===== src/hdl/hie_pkg.sv =====
// Constants and carrier types for the host interrupt enable block
package hie_pkg;

	// Register byte offsets
	localparam logic [7:0] HIE_OFS_STATUS     = 8'h58;
	localparam logic [7:0] HIE_OFS_ENABLE     = 8'h5c;
	localparam logic [7:0] HIE_OFS_THRESHOLDS = 8'h68;

	// Enable and status bit positions
	localparam int HIE_BIT_SOFTWARE      = 31;
	localparam int HIE_BIT_READY         = 30;
	localparam int HIE_BIT_TIMESTAMP     = 29;
	localparam int HIE_BIT_SWITCH        = 28;
	localparam int HIE_BIT_PHY_TWO       = 27;
	localparam int HIE_BIT_PHY_ONE       = 26;
	localparam int HIE_BIT_TX_STOPPED    = 25;
	localparam int HIE_BIT_RX_STOPPED    = 24;
	localparam int HIE_BIT_DROP_HALFWAY  = 23;
	localparam int HIE_BIT_TX_COMPLETION = 21;
	localparam int HIE_BIT_RX_DMA_DONE   = 20;
	localparam int HIE_BIT_GEN_TIMER     = 19;
	localparam int HIE_BIT_POWER_EVENT   = 17;
	localparam int HIE_BIT_TX_STS_OVFL   = 16;
	localparam int HIE_BIT_RX_WATCHDOG   = 15;
	localparam int HIE_BIT_RX_FAULT      = 14;
	localparam int HIE_BIT_TX_FAULT      = 13;
	localparam int HIE_BIT_GPIO_EVENT    = 12;
	localparam int HIE_BIT_SPARE_HIGH    = 11;
	localparam int HIE_BIT_TX_OVERRUN    = 10;
	localparam int HIE_BIT_TX_SPACE      = 9;
	localparam int HIE_BIT_TX_STS_FULL   = 8;
	localparam int HIE_BIT_TX_STS_LEVEL  = 7;
	localparam int HIE_BIT_RX_DROPPED    = 6;
	localparam int HIE_BIT_SPARE_LOW     = 5;
	localparam int HIE_BIT_RX_STS_FULL   = 4;
	localparam int HIE_BIT_RX_STS_LEVEL  = 3;

	// Threshold field positions, each field eight bits wide
	localparam int HIE_THR_W           = 8;
	localparam int HIE_THR_TX_SPACE_LSB = 24;
	localparam int HIE_THR_TX_STS_LSB   = 16;
	localparam int HIE_THR_RX_STS_LSB   = 0;

	// Reset values
	localparam logic [31:0] HIE_RST_ENABLE     = 32'h0000_0000;
	localparam logic [31:0] HIE_RST_STATUS     = 32'h0000_0000;
	localparam logic [31:0] HIE_RST_THRESHOLDS = 32'h4800_0000;

	// Register write strobe and data from the host bus interface
	typedef struct packed {
		logic        sel;
		logic        wr;
		logic [7:0]  addr;
		logic [31:0] wdata;
	} hie_reg_req_t;

	// Read answer
	typedef struct packed {
		logic        valid;
		logic [31:0] rdata;
	} hie_reg_rsp_t;

endpackage : hie_pkg


===== src/hdl/hie_level_flag.sv =====
// Registered comparison of a FIFO level against a threshold
`timescale 1ns/1ps
module hie_level_flag #(
	parameter int LEVEL_W = 8,
	parameter int THR_W   = 8
) (
	// Clock and reset
	input  wire logic               clk_in,
	input  wire logic               rst_b_in,
	// Level and threshold
	input  wire logic [LEVEL_W-1:0] level_in,
	input  wire logic [THR_W-1:0]   threshold_in,
	// Level strictly above threshold
	output logic                    above_out
);

	initial begin
		if (LEVEL_W < THR_W) begin
			$error("hie_level_flag: LEVEL_W must cover the threshold width");
		end
	end

	logic [LEVEL_W-1:0] threshold_wide;

	assign threshold_wide = LEVEL_W'(threshold_in);

	always_ff @(posedge clk_in) begin
		if (!rst_b_in) begin
			above_out <= 1'b0;
		end else begin
			above_out <= level_in > threshold_wide;
		end
	end

endmodule : hie_level_flag


===== src/hdl/hie_irq_ctrl.sv =====
// Host interrupt enable mask, status flags and FIFO level thresholds
//
// Contract
// Sources reach the interrupt only when enabled
// Status sets regardless of enable, except software
// Enable bits 31 down to 24 placed
// Enable bits 23, 21, 20, 19 placed
// Enable bits 17 down to 12 placed
// Enable bits 10, 9, 8, 7, 6, 4, 3 placed
// Host writes zero to enable bits 11, 5
// TX space flag when free blocks exceed threshold
// TX status flag when occupancy exceeds threshold
// RX status flag when occupancy exceeds threshold
// Host keeps threshold bits 15:8 zero
// Interrupt follows any enabled set flag
// Enables reset zero; bits 22,18,2:0 read-only
`timescale 1ns/1ps
module hie_irq_ctrl
	import hie_pkg::*;
#(
	parameter int LEVEL_W = 8
) (
	// Clock and reset
	input  wire logic               clk_in,
	input  wire logic               rst_b_in,
	// Register port
	input  wire hie_reg_req_t       reg_req_in,
	input  wire logic               reg_rd_in,
	output hie_reg_rsp_t            reg_rsp_out,
	// Event pulses, one per status position
	input  wire logic [31:0]        event_pulse_in,
	// FIFO levels
	input  wire logic [LEVEL_W-1:0] tx_data_free_blocks_in,
	input  wire logic [LEVEL_W-1:0] tx_status_used_in,
	input  wire logic [LEVEL_W-1:0] rx_status_used_in,
	// Interrupt request, active high
	output logic                    irq_out
);

	initial begin
		if (LEVEL_W < HIE_THR_W || LEVEL_W > 16) begin
			$error("hie_irq_ctrl: LEVEL_W out of range");
		end
	end

	// Writable enable positions: every position except 22, 18 and 2:0
	localparam logic [31:0] ENABLE_WRITABLE =
		(32'h1 << HIE_BIT_SOFTWARE)      |
		(32'h1 << HIE_BIT_READY)         |
		(32'h1 << HIE_BIT_TIMESTAMP)     |
		(32'h1 << HIE_BIT_SWITCH)        |
		(32'h1 << HIE_BIT_PHY_TWO)       |
		(32'h1 << HIE_BIT_PHY_ONE)       |
		(32'h1 << HIE_BIT_TX_STOPPED)    |
		(32'h1 << HIE_BIT_RX_STOPPED)    |
		(32'h1 << HIE_BIT_DROP_HALFWAY)  |
		(32'h1 << HIE_BIT_TX_COMPLETION) |
		(32'h1 << HIE_BIT_RX_DMA_DONE)   |
		(32'h1 << HIE_BIT_GEN_TIMER)     |
		(32'h1 << HIE_BIT_POWER_EVENT)   |
		(32'h1 << HIE_BIT_TX_STS_OVFL)   |
		(32'h1 << HIE_BIT_RX_WATCHDOG)   |
		(32'h1 << HIE_BIT_RX_FAULT)      |
		(32'h1 << HIE_BIT_TX_FAULT)      |
		(32'h1 << HIE_BIT_GPIO_EVENT)    |
		(32'h1 << HIE_BIT_SPARE_HIGH)    |
		(32'h1 << HIE_BIT_TX_OVERRUN)    |
		(32'h1 << HIE_BIT_TX_SPACE)      |
		(32'h1 << HIE_BIT_TX_STS_FULL)   |
		(32'h1 << HIE_BIT_TX_STS_LEVEL)  |
		(32'h1 << HIE_BIT_RX_DROPPED)    |
		(32'h1 << HIE_BIT_SPARE_LOW)     |
		(32'h1 << HIE_BIT_RX_STS_FULL)   |
		(32'h1 << HIE_BIT_RX_STS_LEVEL);

	// Status positions that hold a flag; spare enables have none
	localparam logic [31:0] STATUS_IMPL = ENABLE_WRITABLE &
		~(32'h1 << HIE_BIT_SPARE_HIGH) &
		~(32'h1 << HIE_BIT_SPARE_LOW);

	// Flags driven by the level comparators, not by event pulses
	localparam logic [31:0] LEVEL_FLAGS =
		(32'h1 << HIE_BIT_TX_SPACE)     |
		(32'h1 << HIE_BIT_TX_STS_LEVEL) |
		(32'h1 << HIE_BIT_RX_STS_LEVEL);

	// Software flag has no outside source
	localparam logic [31:0] PULSE_FLAGS = STATUS_IMPL & ~LEVEL_FLAGS &
		~(32'h1 << HIE_BIT_SOFTWARE);

	logic [31:0] enable_q;
	logic [31:0] enable_d;
	logic [31:0] status_q;
	logic [31:0] status_d;
	logic [31:0] thresholds_q;
	logic [31:0] set_vec;
	logic [31:0] clr_vec;
	logic        wr_enable;
	logic        wr_status;
	logic        wr_thresholds;
	logic        sw_request;
	logic        tx_space_above;
	logic        tx_status_above;
	logic        rx_status_above;

	// Write decode
	assign wr_enable     = reg_req_in.sel && reg_req_in.wr &&
		reg_req_in.addr == HIE_OFS_ENABLE;
	assign wr_status     = reg_req_in.sel && reg_req_in.wr &&
		reg_req_in.addr == HIE_OFS_STATUS;
	assign wr_thresholds = reg_req_in.sel && reg_req_in.wr &&
		reg_req_in.addr == HIE_OFS_THRESHOLDS;

	// Enable register: read-only positions keep their zero
	always_comb begin
		enable_d = enable_q;
		if (wr_enable) begin
			enable_d = reg_req_in.wdata & ENABLE_WRITABLE;
		end
	end

	always_ff @(posedge clk_in) begin
		if (!rst_b_in) begin
			enable_q <= HIE_RST_ENABLE;
		end else begin
			enable_q <= enable_d;
		end
	end

	// Threshold register, stored as written
	always_ff @(posedge clk_in) begin
		if (!rst_b_in) begin
			thresholds_q <= HIE_RST_THRESHOLDS;
		end else if (wr_thresholds) begin
			thresholds_q <= reg_req_in.wdata;
		end
	end

	// Level comparators
	hie_level_flag #(
		.LEVEL_W (LEVEL_W),
		.THR_W   (HIE_THR_W)
	) u_tx_space (
		.clk_in       (clk_in),
		.rst_b_in     (rst_b_in),
		.level_in     (tx_data_free_blocks_in),
		.threshold_in (thresholds_q[HIE_THR_TX_SPACE_LSB +: HIE_THR_W]),
		.above_out    (tx_space_above)
	);

	hie_level_flag #(
		.LEVEL_W (LEVEL_W),
		.THR_W   (HIE_THR_W)
	) u_tx_status (
		.clk_in       (clk_in),
		.rst_b_in     (rst_b_in),
		.level_in     (tx_status_used_in),
		.threshold_in (thresholds_q[HIE_THR_TX_STS_LSB +: HIE_THR_W]),
		.above_out    (tx_status_above)
	);

	hie_level_flag #(
		.LEVEL_W (LEVEL_W),
		.THR_W   (HIE_THR_W)
	) u_rx_status (
		.clk_in       (clk_in),
		.rst_b_in     (rst_b_in),
		.level_in     (rx_status_used_in),
		.threshold_in (thresholds_q[HIE_THR_RX_STS_LSB +: HIE_THR_W]),
		.above_out    (rx_status_above)
	);

	// Software flag raised by writing its enable as one
	assign sw_request = wr_enable && reg_req_in.wdata[HIE_BIT_SOFTWARE];

	// Set sources: events are taken whatever the enables hold
	always_comb begin
		set_vec = event_pulse_in & PULSE_FLAGS;
		set_vec[HIE_BIT_TX_SPACE]     = tx_space_above;
		set_vec[HIE_BIT_TX_STS_LEVEL] = tx_status_above;
		set_vec[HIE_BIT_RX_STS_LEVEL] = rx_status_above;
		set_vec[HIE_BIT_SOFTWARE]     = sw_request;
	end

	// Write one to clear; a set in the same cycle wins
	assign clr_vec = wr_status ? reg_req_in.wdata : 32'h0000_0000;

	always_comb begin
		status_d = ((status_q & ~clr_vec) | set_vec) & STATUS_IMPL;
	end

	always_ff @(posedge clk_in) begin
		if (!rst_b_in) begin
			status_q <= HIE_RST_STATUS;
		end else begin
			status_q <= status_d;
		end
	end

	// Interrupt request from enabled flags only
	always_ff @(posedge clk_in) begin
		if (!rst_b_in) begin
			irq_out <= 1'b0;
		end else begin
			irq_out <= |(status_q & enable_q);
		end
	end

	// Read answer one cycle after the strobe; unmapped reads give zero
	always_ff @(posedge clk_in) begin
		if (!rst_b_in) begin
			reg_rsp_out <= '0;
		end else begin
			reg_rsp_out.valid <= reg_req_in.sel && reg_rd_in;
			if (reg_req_in.sel && reg_rd_in) begin
				unique case (reg_req_in.addr)
					HIE_OFS_ENABLE:     reg_rsp_out.rdata <= enable_q;
					HIE_OFS_STATUS:     reg_rsp_out.rdata <= status_q;
					HIE_OFS_THRESHOLDS: reg_rsp_out.rdata <= thresholds_q;
					default:            reg_rsp_out.rdata <= 32'h0000_0000;
				endcase
			end
		end
	end

endmodule : hie_irq_ctrl


===== config.mk =====
export PLATFORM = sky130hd
export DESIGN_NAME = hie_irq_ctrl
export DESIGN_NICKNAME = d
export VERILOG_FILES = /design/src/hdl/hie_pkg.sv /design/src/hdl/hie_level_flag.sv /design/src/hdl/hie_irq_ctrl.sv
export SDC_FILE = /design/constraint.sdc
export NUM_CORES = 1
export LEC_CHECK = 0
export BUFFER_PORTS_ARGS = -buffer_cell sky130_fd_sc_hd__buf_2
export CAP_MARGIN = 20
export CORE_ASPECT_RATIO = 2
export CORE_MARGIN = 3
export CORE_UTILIZATION = 53
export CTS_CLUSTER_SIZE = 24
export DETAILED_ROUTE_END_ITERATION = 12
export PLACE_DENSITY = 0.86
export SETUP_SLACK_MARGIN = 0.15
export SYNTH_ARGS = -nofsm -noshare
export SYNTH_HDL_FRONTEND = slang
export SYNTH_SLANG_ARGS = --single-unit

===== constraint.sdc =====
create_clock -name clk_in -period 1.9 [get_ports clk_in]
set_input_delay 0.095 -clock clk_in [delete_from_list [all_inputs] [get_ports clk_in]]
set_output_delay 0.095 -clock clk_in [all_outputs]
set_load 0.02 [all_outputs]

==> impl_metrics.toml <==
[status]
status = "completed"

[setup_path]
cp_slowest_cell = "dlygate4sd3_1"
crit_top_cell = "buf_4"
required_ns = 2.20
cp-startpoint = "reg_req_in[34]"
arrival_ns = 1.95
cp_slowest_stage_delay_ns = 0.57
worstReg2RegStart = "thresholds_q[31]"
critPathKind = "in2reg"
crit_chain = "buf_2 -> nor4b_4 -> buf_4 -> and3_1 -> buf_4 -> a31oi_1 -> dlygate4sd3_1"
cp_max_fo = 15
reg2reg_slack_ns = 0.47
cp-start-kind = "primary input"
endpoint_kind = "flop"

[yosys]
syn_inst = 656
ys_types = 39
synthArstFlopShare_pct = 0
synth-seq-cells = 121
synth-main-ff-cell = "dfxtp_1"
yosysWarnings = 0
synth_top_cells_by_area = "dfxtp_1 44%, o21ai_0 7.5%, nand2_1 6.7%, ha_1 5.5%, a22oi_1 5.3%"
synth_area_leader_cell = "dfxtp_1"
syn_nets = 781
ys_seq_area_share_pct = 44.0
yosys.area.top_type_share_pct = 44.0
synth_edf_count = 0
syn_area_per_cell_um2 = 8.40
netlist_area_um2 = 5510

[floorplan]
design.core.area_um2 = 10100
die_area_um2 = 11700
die_x_um = 78.1
dieHeight_um = 150
ios = 135
num_rows = 52
initial_core_util_pct = 54.3

[clock_tree]
cts_buffers = 17
tritoncts = "done"
cts_num_sinks = 121
clk_latency_ns = 0.42
post-cts-setup-buffer-count = 0
cts_resized = 0
postCtsHoldBufs = 53
cts_root_buf = "clkbuf_16"
clockBufferDepth = 2
cts.clk_slew.worst_paths_ns = 0.06
htreeDepth = 4

[timing]
tns_ns = 0
maxSlewViolCount = 0
fin_crit_sh_pct = 86.9
max_freq_ghz = 0.606
relSlewSlack_pct = 24.9
finClkSkew_ns = 0.00785
setup_viol = 0
hold_viol = 0
setup_slack_ns = 0.249
rsz0062_at_grt = "false"
min_period_ns = 1.65
worst_pin_slew_ns = 1.13

[detailed_routing]
wl_met1_mm = 6.00
routed_via_density = 6.16
top_layer = "met4"
vias = 5941
drt_iter0_drc = 616
wl_met2_mm = 9.08
drc = 0
dr.pass1.iters = 6
dr_wl_met3_mm = 1.32
routedWlPerCell_um = 18.6
postRouteAntennaNets = 0
wirelength_mm = 18.0

[power]
power_density_nw_per_um2 = 872
ir_drop_uv = 719
p_switching_mw = 1.53
intPower_mw = 4.88
switching_share_pct = 23.8
clockPowerShare_pct = 51.5
power_frac_comb_pct = 7.6
p_leak_nw = 3.05
p_seq_share_pct = 41.0

[cells_and_area]
drive_above_1_share_pct = 20.7
final_core_util_pct = 72.4
syn2layout_area_growth_pct = 33.5
antenna-diode-count = 0
final_nets = 942

[placement]
hpwl_mm = 11.5
place_ws_ns = 0.271
io_buffer_count = 123
gp_congestion = 0.883

[grt]
track_usage_pct = 30.6
grt_max_degree = 80
grt_pass1_wl_mm = 28.0
first_global_vias = 5860
overflow = 0
antenna_found_initial = 0

[hold_path]
hp-class = "in2reg"
min_from = "reg_rd_in"

[run]
maxCapViolations = 0
## synthesized netlist by cell type (3+ instances only)
cell	number
dfxtp_1	121
nand2_1	99
o21ai_0	83
nand3_1	52
inv_1	48
a22oi_1	39
a22o_1	28
a31oi_1	24
clkbuf_1	24
ha_1	24
a21boi_0	23
buf_2	13
a21oi_1	10
nand4_1	9
nor2b_1	8
o211ai_1	6
buf_1	5
a21boi_1	4
and3_1	4
buf_4	4
nor2_1	3
o21a_1	3
o21ai_1	3
## state kept, by name (all words and copies together) (netlist names)
name,cells
enable_q,27
irq_out,1
reg_rsp_out,33
status_q,25
thresholds_q,32
u_rx_status.above_out,1
u_tx_space.above_out,1
u_tx_status.above_out,1
## layout by cell type (no fill, tap or decap), types with 3 or more instances in the layout
cell type | Yosys | layout
o21a_1 | 3 | 3
nor2_1 | 3 | 3
o21ai_0 | 83 | 83
clkinvlp_4 | 0 | 5
dfxtp_1 | 121 | 121
clkinv_2 | 0 | 3
a31oi_1 | 24 | 24
a21oi_1 | 10 | 10
buf_4 | 4 | 12
inv_1 | 48 | 48
o211ai_1 | 6 | 6
a21boi_0 | 23 | 23
a22oi_1 | 39 | 39
buf_2 | 13 | 122
nand4_1 | 9 | 9
clkinv_4 | 0 | 3
and3_1 | 4 | 4
a22o_1 | 28 | 28
dlygate4sd3_1 | 0 | 53
nand3_1 | 52 | 52
nor2b_1 | 8 | 8
a21boi_1 | 4 | 4
nand2_1 | 99 | 99
clkbuf_16 | 0 | 17
ha_1 | 24 | 24
o21ai_1 | 3 | 3
bufinv_16 | 0 | 3
## through the flow
stage | instances | cell area (um2) | hold WS, ns | power [mW]
after CTS | 965 | 7350 | 0.000267 | 6.39
after floorplan | 656 | 5510 | 0.196 | 2.86
after global routing | 965 | 7350 | 0.0273 | 6.57
final | 965 | 7350 | 0.0115 | 6.41
after global placement | 880 | 6220 | 0.312 | 3.03
after detailed placement | 880 | 6220 | 0.320 | 3.05
## kinds of logic (layout without fill, tap and decap cells)
logic type / count (synthesis) / in the layout / synth area share (%)
compound gates: 229 / 229 / 27.1
fa+ha+maj: 24 / 24 / 5.45
buf+inv: 95 / 269 / 7.18
flops: 121 / 121 / 44.0
mux: 2 / 2 / 0.363
simple gates: 185 / 185 / 16.0
## worst paths after layout
path | endpoint | depth (start not counted)
max | status_q[29] | 7
min | reg_rsp_out[32] | 2
max reg2reg | u_tx_space.above_out | 6
min reg2reg | enable_q[11] | 2
## layout make-up
cell class	count	area [um2]
flip-flops and latches	121	2420
well taps	135	169
clock inverters	15	178
clock buffers	17	425
fillers	718	2800
inverters	48	180
repair buffers	189	1270
multi-input cells	440	2710
## worst max-delay path: cells and delay by family
kind            cells  cell delay [ns]
compound gates      1             0.13
buf+inv             4             1.18
simple gates        2             0.53
## power groups by stage
stage / Clock (mW) / Sequential (mW) / Combinational, mW
after floorplan: 0 / 2.66 / 0.201
after global placement: 0 / 2.68 / 0.352
after detailed placement: 0 / 2.68 / 0.373
after CTS: 3.29 / 2.62 / 0.470
after global routing: 3.41 / 2.63 / 0.531
final: 3.30 / 2.63 / 0.485
## layer usage
| metal | vias to the layer above | track usage (%) |
|---|---|---|
| li1 | 2665 | - |
| met4 | 0 | 26.0 |
| met3 | 138 | 7.13 |
| met1 | 2742 | 30.5 |
| met5 | - | 0 |
| met2 | 396 | 52.6 |
Note: power is estimated with default switching activity, not from simulation.
